**src/logic/tcmp_pkg.sv**
```systemverilog
// Notes on behaviour
// - interval mode: period compare sets counter match
// - pulse mode: period compare sets output period
// - interlocked second unit ignores own period compare
// - edge compares double-buffered behind timer registers
// - compares read-only; software writes buffers only
// - interval mode: compare 1 match raises interrupt
// - interval mode: compare 2 match raises interrupt
// - pulse mode: compare 1 gives leading edge
// - pulse mode: compare 2 gives trailing edge
// - transfer only while load flag set; then cleared
package tcmp_pkg;
    localparam logic [7:0] PERIOD_BUF_OFS = 8'h00;
    localparam logic [7:0] PERIOD_CMP_OFS = 8'h04;
    localparam logic [7:0] EDGE1_BUF_OFS = 8'h08;
    localparam logic [7:0] EDGE1_CMP_OFS = 8'h0c;
    localparam logic [7:0] EDGE2_BUF_OFS = 8'h10;
    localparam logic [7:0] EDGE2_CMP_OFS = 8'h14;
    localparam logic [7:0] CONTROL_OFS = 8'h18;
    localparam logic [7:0] LOAD_OFS = 8'h1c;
    localparam logic [7:0] STATUS_OFS = 8'h20;
    localparam logic [7:0] MASK_OFS = 8'h24;
    localparam logic [7:0] COUNT_OFS = 8'h28;
    // control fields
    localparam int CTL_RUN_BIT = 0;
    localparam int CTL_PULSE_BIT = 1;
    localparam int CTL_INTERLOCK_BIT = 2;
    localparam int CTL_SECOND_BIT = 3;
    localparam int LOAD_BIT = 0;
    // status fields
    localparam int ST_PERIOD_BIT = 0;
    localparam int ST_CMP1_BIT = 1;
    localparam int ST_CMP2_BIT = 2;
    localparam logic [15:0] VAL_RESET = 16'h0000;
    localparam logic [1:0] RESP_OKAY = 2'b00;
    localparam logic [1:0] RESP_SLVERR = 2'b10;
endpackage : tcmp_pkg

```
**src/logic/timer_compare_double_buffer.sv**
```systemverilog
module timer_compare_double_buffer (
    input wire logic I_SYS_CLK,
    input wire logic I_SRST,
    input wire logic [7:0] I_AWADDR,
    input wire logic I_AWVALID,
    output logic O_AWREADY,
    input wire logic [31:0] I_WDATA,
    input wire logic [3:0] I_WSTRB,
    input wire logic I_WVALID,
    output logic O_WREADY,
    output logic [1:0] O_BRESP,
    output logic O_BVALID,
    input wire logic I_BREADY,
    input wire logic [7:0] I_ARADDR,
    input wire logic I_ARVALID,
    output logic O_ARREADY,
    output logic [31:0] O_RDATA,
    output logic [1:0] O_RRESP,
    output logic O_RVALID,
    input wire logic I_RREADY,
    output logic O_FIRST_OUTPUT_PAIR,
    output logic O_IRQ
);
    // ****************************************
    // bus slave
    // ****************************************
    logic aw_have_q;
    logic w_have_q;
    logic [7:0] aw_addr_q;
    logic [31:0] w_data_q;
    logic [3:0] w_strb_q;
    logic wr_go;
    logic wr_ok;
    logic rd_ok;
    logic [31:0] rd_word;

    // one write at a time: take address and data in any order, answer after both
    assign wr_go = aw_have_q && w_have_q && !O_BVALID;

    // readies drop after a take and stay low until the held write goes out, so a held valid is never taken twice
    always_ff @(posedge I_SYS_CLK) begin
        if (I_SRST) begin
            aw_have_q <= 1'b0;
            aw_addr_q <= 8'h00;
            O_AWREADY <= 1'b0;
        end else begin
            O_AWREADY <= !aw_have_q && !(I_AWVALID && O_AWREADY);
            if (I_AWVALID && O_AWREADY) begin
                aw_have_q <= 1'b1;
                aw_addr_q <= I_AWADDR;
            end else if (wr_go) begin
                aw_have_q <= 1'b0;
            end
        end
    end

    always_ff @(posedge I_SYS_CLK) begin
        if (I_SRST) begin
            w_have_q <= 1'b0;
            w_data_q <= 32'h0000_0000;
            w_strb_q <= 4'h0;
            O_WREADY <= 1'b0;
        end else begin
            O_WREADY <= !w_have_q && !(I_WVALID && O_WREADY);
            if (I_WVALID && O_WREADY) begin
                w_have_q <= 1'b1;
                w_data_q <= I_WDATA;
                w_strb_q <= I_WSTRB;
            end else if (wr_go) begin
                w_have_q <= 1'b0;
            end
        end
    end

    always_ff @(posedge I_SYS_CLK) begin
        if (I_SRST) begin
            O_BVALID <= 1'b0;
            O_BRESP <= 2'b00;
        end else if (wr_go) begin
            O_BVALID <= 1'b1;
            O_BRESP <= wr_ok ? tcmp_pkg::RESP_OKAY : tcmp_pkg::RESP_SLVERR;
        end else if (O_BVALID && I_BREADY) begin
            O_BVALID <= 1'b0;
        end
    end

    // ****************************************
    // registers
    // ****************************************
    logic [15:0] period_buffer_value_q;
    logic [15:0] period_compare_value_q;
    logic [15:0] edge1_buffer_value_q;
    logic [15:0] edge1_compare_value_q;
    logic [15:0] edge2_buffer_value_q;
    logic [15:0] edge2_compare_value_q;
    logic [3:0] control_q;
    logic load_enable_q;
    logic [2:0] status_q;
    logic [2:0] mask_q;
    logic [15:0] count_q;
    logic [15:0] wr_half;
    logic load_set;
    logic [2:0] events;

    // data bits 31..16 and strobes 3..2 are dropped: no field is wider than sixteen bits
    assign wr_half = {w_strb_q[1] ? w_data_q[15:8] : 8'h00, w_strb_q[0] ? w_data_q[7:0] : 8'h00};
    assign load_set = wr_go && aw_addr_q == tcmp_pkg::LOAD_OFS && w_strb_q[0]
        && w_data_q[tcmp_pkg::LOAD_BIT];

    always_comb begin
        case (aw_addr_q)
            tcmp_pkg::PERIOD_BUF_OFS, tcmp_pkg::EDGE1_BUF_OFS, tcmp_pkg::EDGE2_BUF_OFS,
            tcmp_pkg::CONTROL_OFS, tcmp_pkg::LOAD_OFS, tcmp_pkg::STATUS_OFS,
            tcmp_pkg::MASK_OFS: wr_ok = 1'b1;
            default: wr_ok = 1'b0; // compares and count are read-only
        endcase
    end

    function automatic logic [15:0] merge(input logic [15:0] old);
        merge = {w_strb_q[1] ? wr_half[15:8] : old[15:8], w_strb_q[0] ? wr_half[7:0] : old[7:0]};
    endfunction : merge

    // buffers: partial strobes merge with old value, upper half dropped
    always_ff @(posedge I_SYS_CLK) begin
        if (I_SRST) begin
            period_buffer_value_q <= tcmp_pkg::VAL_RESET;
            edge1_buffer_value_q <= tcmp_pkg::VAL_RESET;
            edge2_buffer_value_q <= tcmp_pkg::VAL_RESET;
        end else if (wr_go) begin
            case (aw_addr_q)
                tcmp_pkg::PERIOD_BUF_OFS: begin
                    period_buffer_value_q <= merge(period_buffer_value_q);
                end
                tcmp_pkg::EDGE1_BUF_OFS: begin
                    edge1_buffer_value_q <= merge(edge1_buffer_value_q);
                end
                tcmp_pkg::EDGE2_BUF_OFS: begin
                    edge2_buffer_value_q <= merge(edge2_buffer_value_q);
                end
                default: begin
                end
            endcase
        end
    end

    always_ff @(posedge I_SYS_CLK) begin
        if (I_SRST) begin
            control_q <= 4'h0;
        end else if (wr_go && w_strb_q[0] && aw_addr_q == tcmp_pkg::CONTROL_OFS) begin
            control_q <= w_data_q[3:0];
        end
    end

    always_ff @(posedge I_SYS_CLK) begin
        if (I_SRST) begin
            mask_q <= 3'h0;
        end else if (wr_go && w_strb_q[0] && aw_addr_q == tcmp_pkg::MASK_OFS) begin
            mask_q <= w_data_q[2:0];
        end
    end

    // ****************************************
    // compare transfer
    // ****************************************
    logic transfer;
    logic run;
    logic pulse_mode;
    logic period_ignored;
    logic period_match;

    assign run = control_q[tcmp_pkg::CTL_RUN_BIT];
    assign pulse_mode = control_q[tcmp_pkg::CTL_PULSE_BIT];
    // interlocked second unit has no period of its own
    assign period_ignored = control_q[tcmp_pkg::CTL_INTERLOCK_BIT]
        && control_q[tcmp_pkg::CTL_SECOND_BIT];
    // copy at counter restart while running, or at once while stopped
    // an interlocked second unit never restarts, so its load waits for a stop
    assign transfer = load_enable_q && (!run || period_match);

    always_ff @(posedge I_SYS_CLK) begin
        if (I_SRST) begin
            load_enable_q <= 1'b0;
        end else if (load_set) begin
            load_enable_q <= 1'b1; // a new set wins over the clear
        end else if (transfer) begin
            load_enable_q <= 1'b0;
        end
    end

    always_ff @(posedge I_SYS_CLK) begin
        if (I_SRST) begin
            period_compare_value_q <= tcmp_pkg::VAL_RESET;
            edge1_compare_value_q <= tcmp_pkg::VAL_RESET;
            edge2_compare_value_q <= tcmp_pkg::VAL_RESET;
        end else if (transfer) begin
            period_compare_value_q <= period_buffer_value_q;
            edge1_compare_value_q <= edge1_buffer_value_q;
            edge2_compare_value_q <= edge2_buffer_value_q;
        end
    end

    // ****************************************
    // counter and matches
    // ****************************************
    // a zero period matches every cycle; software keeps it nonzero
    assign period_match = run && !period_ignored
        && count_q == period_compare_value_q;

    // without a period match the count wraps through the full sixteen bits
    always_ff @(posedge I_SYS_CLK) begin
        if (I_SRST || !run) begin
            count_q <= 16'h0000;
        end else if (period_match) begin
            count_q <= 16'h0000;
        end else begin
            count_q <= count_q + 16'h0001;
        end
    end

    assign events[tcmp_pkg::ST_PERIOD_BIT] = period_match;
    // edge matches are interrupt events only in interval mode
    assign events[tcmp_pkg::ST_CMP1_BIT] = run && !pulse_mode
        && count_q == edge1_compare_value_q;
    assign events[tcmp_pkg::ST_CMP2_BIT] = run && !pulse_mode
        && count_q == edge2_compare_value_q;

    // ****************************************
    // pulse output and interrupt
    // ****************************************
    // both edges show one cycle after their compare; trailing wins a tie
    always_ff @(posedge I_SYS_CLK) begin
        if (I_SRST || !run || !pulse_mode) begin
            O_FIRST_OUTPUT_PAIR <= 1'b0;
        end else if (count_q == edge2_compare_value_q) begin
            O_FIRST_OUTPUT_PAIR <= 1'b0;
        end else if (count_q == edge1_compare_value_q) begin
            O_FIRST_OUTPUT_PAIR <= 1'b1;
        end
    end

    always_ff @(posedge I_SYS_CLK) begin
        if (I_SRST) begin
            status_q <= 3'h0;
        end else if (wr_go && aw_addr_q == tcmp_pkg::STATUS_OFS && w_strb_q[0]) begin
            status_q <= (status_q & ~w_data_q[2:0]) | events; // set beats clear
        end else begin
            status_q <= status_q | events;
        end
    end

    // one register stage from status to pin keeps the output a plain flip-flop
    always_ff @(posedge I_SYS_CLK) begin
        if (I_SRST) begin
            O_IRQ <= 1'b0;
        end else begin
            O_IRQ <= |(status_q & mask_q);
        end
    end

    // ****************************************
    // read channel
    // ****************************************
    always_comb begin
        rd_ok = 1'b1;
        case (I_ARADDR)
            tcmp_pkg::PERIOD_BUF_OFS: rd_word = {16'h0000, period_buffer_value_q};
            tcmp_pkg::PERIOD_CMP_OFS: rd_word = {16'h0000, period_compare_value_q};
            tcmp_pkg::EDGE1_BUF_OFS: rd_word = {16'h0000, edge1_buffer_value_q};
            tcmp_pkg::EDGE1_CMP_OFS: rd_word = {16'h0000, edge1_compare_value_q};
            tcmp_pkg::EDGE2_BUF_OFS: rd_word = {16'h0000, edge2_buffer_value_q};
            tcmp_pkg::EDGE2_CMP_OFS: rd_word = {16'h0000, edge2_compare_value_q};
            tcmp_pkg::CONTROL_OFS: rd_word = {28'h0000000, control_q};
            tcmp_pkg::LOAD_OFS: rd_word = {31'h00000000, load_enable_q};
            tcmp_pkg::STATUS_OFS: rd_word = {29'h00000000, status_q};
            tcmp_pkg::MASK_OFS: rd_word = {29'h00000000, mask_q};
            tcmp_pkg::COUNT_OFS: rd_word = {16'h0000, count_q};
            default: begin
                rd_word = 32'h0000_0000;
                rd_ok = 1'b0;
            end
        endcase
    end

    always_ff @(posedge I_SYS_CLK) begin
        if (I_SRST) begin
            O_ARREADY <= 1'b0;
            O_RVALID <= 1'b0;
            O_RDATA <= 32'h0000_0000;
            O_RRESP <= 2'b00;
        end else begin
            // word caught at the take; answer stands until the master takes it
            O_ARREADY <= !O_RVALID && !(I_ARVALID && O_ARREADY);
            if (I_ARVALID && O_ARREADY) begin
                O_RVALID <= 1'b1;
                O_RDATA <= rd_word;
                O_RRESP <= rd_ok ? tcmp_pkg::RESP_OKAY : tcmp_pkg::RESP_SLVERR;
            end else if (O_RVALID && I_RREADY) begin
                O_RVALID <= 1'b0;
            end
        end
    end
endmodule : timer_compare_double_buffer

```
**config.mk**
```make
export PLATFORM = sky130hd
export DESIGN_NAME = timer_compare_double_buffer
export DESIGN_NICKNAME = d
export VERILOG_FILES = /design/src/logic/tcmp_pkg.sv /design/src/logic/timer_compare_double_buffer.sv
export SDC_FILE = /design/constraint.sdc
export NUM_CORES = 1
export LEC_CHECK = 0
export ABC_AREA = 1
export BUFFER_PORTS_ARGS = -buffer_cell sky130_fd_sc_hd__clkbuf_2
export CELL_PAD_IN_SITES_DETAIL_PLACEMENT = 0
export CELL_PAD_IN_SITES_GLOBAL_PLACEMENT = 1
export CORE_MARGIN = 2
export CORE_UTILIZATION = 45
export DETAILED_ROUTE_END_ITERATION = 7
export GPL_TIMING_DRIVEN = 0
export PLACE_DENSITY = 0.89
export SETUP_SLACK_MARGIN = 0.15
export SLEW_MARGIN = 25
export SYNTH_ARGS = -nofsm -noshare
export SYNTH_HDL_FRONTEND = slang
export SYNTH_SLANG_ARGS = --single-unit
```
**constraint.sdc**
```tcl
create_clock -name I_SYS_CLK -period 2.5 [get_ports I_SYS_CLK]
set_input_delay 0.125 -clock I_SYS_CLK [delete_from_list [all_inputs] [get_ports I_SYS_CLK]]
set_output_delay 0.125 -clock I_SYS_CLK [all_outputs]
set_load 0.005 [all_outputs]
```
# --- After elaboration in Yosys (flattened, before gate mapping) ---
# Cells that the tools add are included.
word_totals:
  ff_bits: 194
  in_bits: 59
  out_inout_bits: 43
  wordCells: 125
op_classes:
  add_sub_neg: 1
  n_eq_ne: 19
  n_mux: 15
  n_bitwise: 5
  reduce_logical: 56
ops:
  columns: ["operator", "n"]
  rows:
  - ["$pmux 16 s11", 1]
  - ["$eq 8x5->1 const B", 7]
  - ["$eq 16x16->1", 3]
  - ["$eq 8x6->1 const B", 5]
  - ["$logic_and 1x1->1", 25]
  - ["$eq 8x4->1 const B", 3]
  - ["$reduce_and 3->1", 6]
  - ["$add 16x1->16 const B", 1]
  - ["$logic_not 8->1", 2]
  - ["$mux 1", 11]
  - ["$reduce_or 11->1", 1]
  - ["$logic_not 1->1", 10]
  - ["$reduce_bool 2->1", 5]
  - ["$eq 8x3->1 const B", 1]
  - ["$reduce_or 7->1", 1]
  - ["$and 3x3->3", 2]
  - ["$or 3x3->3", 2]
  - ["$mux 2", 2]
  - ["$reduce_or 2->1", 2]
  - ["$logic_or 1x1->1", 3]
  - ["$mux 3", 1]
  - ["$not 3->3", 1]
  - ["$reduce_or 3->1", 1]

# --- Logic depth before layout (Yosys ltp) ---
logic_depth:
  depth_word: 8
  ltp_mapped: 13
  ltp_nobuf: 11

# --- Worst setup path after synthesis ---
# OpenSTA, ideal clock, no wires.
synth_path:
  kind: "reg-to-reg"
  from: "register count_q[0]"
  to: "register count_q[15]"
  setup_time_ns: 0.079
  arrival_ns: 1.437
  t_required_ns: 2.421
  slack_ns: 0.985
  stages_incl_launch_ff: 10
  n_path_buf: 1
  synth_period_minus_slack_ns: 1.515
  cell_sequence: "dfxtp_1 buf_2 nand3_1 nor2_1 nand2_1 nor2_1 nand2_1 nor2_1 a21oi_1 nor3_1"
synth_between:
  elab_chain_cells: 3
  word_cells_on_any_way: 4
  cone_classes: "add/sub: 1; eq/ne: 1; reduce/logical: 2"
synth_lines:
  columns: ["item", "line_no", "rtl"]
  rows:
  - ["start: declaration", "timer_compare_double_buffer.sv:100", "logic [15:0] count_q;"]
  - ["start signal: assignment", "timer_compare_double_buffer.sv:216", "count_q <= count_q + 16'h0001;"]
  - ["parallel branches: the longest is 3 deep, another holds $add 16x1->16", null, null]
# Parallel ways; which one is timed is not known.
# A chain may end at the register's enable or synchronous reset.

# --- Worst setup path in the final report ---
layout_path:
  from: "register control_q[0]"
  to: "register period_compare_value_q[9]"
layout_between:
  elab_chain_cells: 4
  word_cells_on_any_way: 5
  cone_classes: "reduce/logical: 5"
layout_lines:
  columns: ["item", "line_no", "rtl"]
  rows:
  - ["start: declaration", "timer_compare_double_buffer.sv:96", "logic [3:0] control_q;"]
  - ["start signal: assignment", "timer_compare_double_buffer.sv:150", "control_q <= w_data_q[3:0];"]
  - ["$logic_and 1x1->1", "timer_compare_double_buffer.sv:206", "assign period_match = run && !period_ignored"]
  - ["$logic_and 1x1->1", "timer_compare_double_buffer.sv:207", "&& count_q == period_compare_value_q;"]
  - ["$logic_or 1x1->1 (*)", "timer_compare_double_buffer.sv:178", "assign transfer = load_enable_q && (!run || period_match);"]
  - ["$logic_and 1x1->1 (*)", "timer_compare_double_buffer.sv:178", null]
  - ["end signal: assignment", "timer_compare_double_buffer.sv:192", "period_compare_value_q <= tcmp_pkg::VAL_RESET;"]
  - ["end signal: assignment", "timer_compare_double_buffer.sv:196", "period_compare_value_q <= period_buffer_value_q;"]
  - ["end: declaration", "timer_compare_double_buffer.sv:91", "logic [15:0] period_compare_value_q;"]
# Mark *: on every way between the ends. The rest lies on a longest branch, timed or not.

==> impl_summary.log <==
INFO  metric globalRouteMet3Util = 4.99%
INFO  metric fin_area = 10000 µm²
INFO  metric clock_tree.root_cell = clkbuf_16
INFO  metric power_per_cell_area = 580 nW/µm²
INFO  metric hold_violation_total_from_the_final_report = 0
INFO  metric cp-end-kind = flop
INFO  metric critical_path.max_stage_delay = 460 ps
INFO  metric synth_seq_cells = 176
INFO  metric ys_top_cells_by_area = dfxtp_1 42%, nand2_1 11%, nor2_1 9.5%
INFO  metric p_leak = 3.99 nW
INFO  metric firstDrtPassIters = 6
INFO  metric cts_tree = built
INFO  metric drive_gt1_share = 10.3%
INFO  metric cpMaxStageDelayCell = dfxtp_1
INFO  metric mappedNetlistArea = 8460 µm²
INFO  metric post_drt_via_cell_ratio = 5.18
INFO  metric deepest_level_of_the_cts_h_tree = 4
INFO  metric io_pins = 102
INFO  metric avgSynthCellArea = 6.64 µm²
INFO  metric first_iter_violations = 693
INFO  metric use_met1 = 37.9%
INFO  metric grt_antenna_before_repair = 0
INFO  metric numCtsBuffers = 17
INFO  metric clock_skew = 12.7 ps
INFO  metric num_vias = 8,531
INFO  metric fin_crit = 2180 ps
INFO  metric drt.antenna.violating_nets = 0
INFO  metric post-dp-hpwl = 21,200 µm
INFO  metric finalMaxSlewViolations = 0
INFO  metric synthTopCellsByCount = 247 x nand2_1, 213 x nor2_1, 176 x dfxtp_1, 135 x a21oi_1, 125 x inv_1
INFO  metric worst_slew_margin_rel = 44.0%
INFO  metric detailed_place.area = 9140 µm²
INFO  metric drc_errors = 0
INFO  metric grt_setup_unrepaired = false
INFO  metric edff_count_synth = 0
INFO  metric final_setup_margin = 320 ps
INFO  metric leading_cell_type_by_number_of_instances_after_synthesis = nand2_1
INFO  metric critical_path.startpoint_type = flop
INFO  metric die_y = 141 µm
INFO  metric synth-seq-area-share = 41.7%
INFO  metric grt_pass1_wl = 42,200 µm
INFO  metric finish.net_count = 1,461
INFO  metric gpl.final_weighted_congestion = 0.957
INFO  metric globalRouteMet2Util = 42.8%
INFO  metric ir_drop = 0.518 mV
INFO  metric postRouteWirelength = 27,200 µm
INFO  metric cts.sinks = 176
INFO  metric status = completed
INFO  metric antenna_cells = 0
INFO  metric ys_async_sr_fraction = 0%
INFO  metric report.final.setup_viol = 0
INFO  metric grt_max_degree = 17
INFO  metric worstMarginPinSlew = 838 ps
INFO  metric insertion_delay = 450 ps
INFO  metric yosys.area.top_type_share = 41.7%
INFO  metric area.growth.synth_to_final = 18.2%
INFO  metric setup_tns = 0 ps
INFO  metric effective_utilization_at_floorplan = 45.5%
INFO  metric synth-warning-count = 0
INFO  metric worstPathMaxFanout = 10
INFO  metric fmax = 0.459 GHz
INFO  metric std_cell_rows = 50
INFO  metric cts.reportedPaths.clkPinSlew = 70 ps
INFO  metric worst_ep_arrival_time = 2510 ps
INFO  metric floorplan.die_area = 19,900 µm²
INFO  metric postLayoutCoreUtil = 53.8%
INFO  metric cells_after_synthesis = 1,273
INFO  metric global_route.usage.total = 27.8%
INFO  metric main_synth_ff_type = dfxtp_1
INFO  metric min_period_over_period = 87.2%
INFO  metric cts_buffer_depth = 2
INFO  metric worst_ep_required_time = 2830 ps
INFO  metric postCtsSetupRepairBufs = 0
INFO  metric gr-max-usage-layer = met2
INFO  metric netlist-cell-type-count = 29
INFO  metric maxCapViolCount = 0
INFO  metric first_global_vias = 7,821
INFO  metric worstHoldPathType = primary input to flop
INFO  metric die_width = 141 µm
INFO  metric dpl_worst_slack = 99.2 ps
INFO  metric io_buffer_count = 65
INFO  metric path_cells = inv_1, a21oi_2, nand3_1, nor2_1, nand3_2, nand2_4, clkbuf_4, nand3_1, nand2_1, nor2_1
INFO  metric crit_type = flop to flop
INFO  metric gr-total-overflow = 0
INFO  metric routed_wire_length_per_instance = 16.5 µm
INFO  metric synth_largest_area_cell = dfxtp_1
INFO  metric fp.coreArea = 18,600 µm²
## cells in the final DEF, fill, tap and decap left out, drive strengths merged, types with 7 or more instances in the layout
cell type / synthesis / final
nand2: 248 / 248
nor2: 214 / 214
dfxtp: 176 / 176
a21oi: 135 / 135
inv: 126 / 131
clkbuf: 39 / 127
o21ai: 121 / 121
nand3: 90 / 90
buf: 48 / 44
xnor2: 28 / 28
dlygate4sd3: 0 / 27
conb: 1 / 18
nor3: 15 / 15
nand4: 11 / 11
xor2: 8 / 8
clkinv: 3 / 7
## what timing repair did
| action | in CTS | in global routing |
|---|---|---|
| cloned | 0 | 0 |
| endpoints found under the setup margin | 10 | 58 |
| hold buffers | 27 | 0 |
| endpoints found under the hold margin | 27 | 0 |
| gates resized for setup | 1 | 8 |
| pin swaps | 0 | 1 |
## cell type report
| class | instances | area, µm² |
|---|---|---|
| flip-flops and latches | 176 | 3520 |
| fillers | 1909 | 8580 |
| repair buffers | 92 | 596 |
| inverters | 129 | 484 |
| multi-input cells | 898 | 4090 |
| plain buffers | 87 | 452 |
| well taps | 234 | 293 |
| clock buffers | 19 | 433 |
| clock inverters | 13 | 126 |
## per-stage QoR
stage	std cells	total power [mW]	hold WS [ps]
2_1_floorplan	1290	3.12	284
3_3_place_gp	1589	3.23	375
3_5_place_dp	1589	3.24	382
4_1_cts	1648	5.82	1.26
5_1_grt	1648	5.98	66.0
6_report	1648	5.80	8.52
## power by group
| group | switching (mW) | internal, mW | total [mW] |
|---|---|---|---|
| Clock | 1.21 | 1.39 | 2.59 |
| Sequential | 0.0353 | 2.84 | 2.88 |
| Combinational | 0.195 | 0.134 | 0.329 |
| Total | 1.44 | 4.37 | 5.80 |
## path summary, 6_finish.rpt
kind                              startpoint                         to  slack (ps)  cells past startpoint
worst max-delay path            control_q[0]  period_compare_value_q[9]         320                     10
worst min-delay path             I_AWADDR[4]               aw_addr_q[4]           9                      3
worst max register to register  control_q[0]  period_compare_value_q[9]         320                     10
worst min register to register   w_strb_q[1]                w_strb_q[1]         460                      2
## per-layer routing
layer,wire (µm),share of wire [%]
met5,0,0
met4,1090,4.0
met3,1970,7.2
met2,11800,43
met1,12400,45
## flip-flops by register name (all words and copies together) (netlist names), 3 cells and up
signal / count
O_RDATA: 16
aw_addr_q: 8
control_q: 4
count_q: 16
edge1_buffer_value_q: 16
edge1_compare_value_q: 16
edge2_buffer_value_q: 16
edge2_compare_value_q: 16
mask_q: 3
period_buffer_value_q: 16
period_compare_value_q: 16
status_q: 3
w_data_q: 16
## logic make-up after synthesis
group           count (synthesis)  share of synthesized area (%)
buf+inv                       216                           10.9
fa+ha+maj                       1                          0.148
xor+xnor                       36                           3.73
other cells                     1                         0.0443
compound gates                261                           15.6
simple gates                  582                           27.9
flops                         176                           41.7
## critical path, delay by kind of cell (launching register included)
family,cells,cell delay (ps)
DFF,1,460
buffers and inverters,2,340
AOI/OAI and AO/OA,1,200
and+or+nand+nor,7,1070
Note: power is estimated with default switching activity, not from simulation.
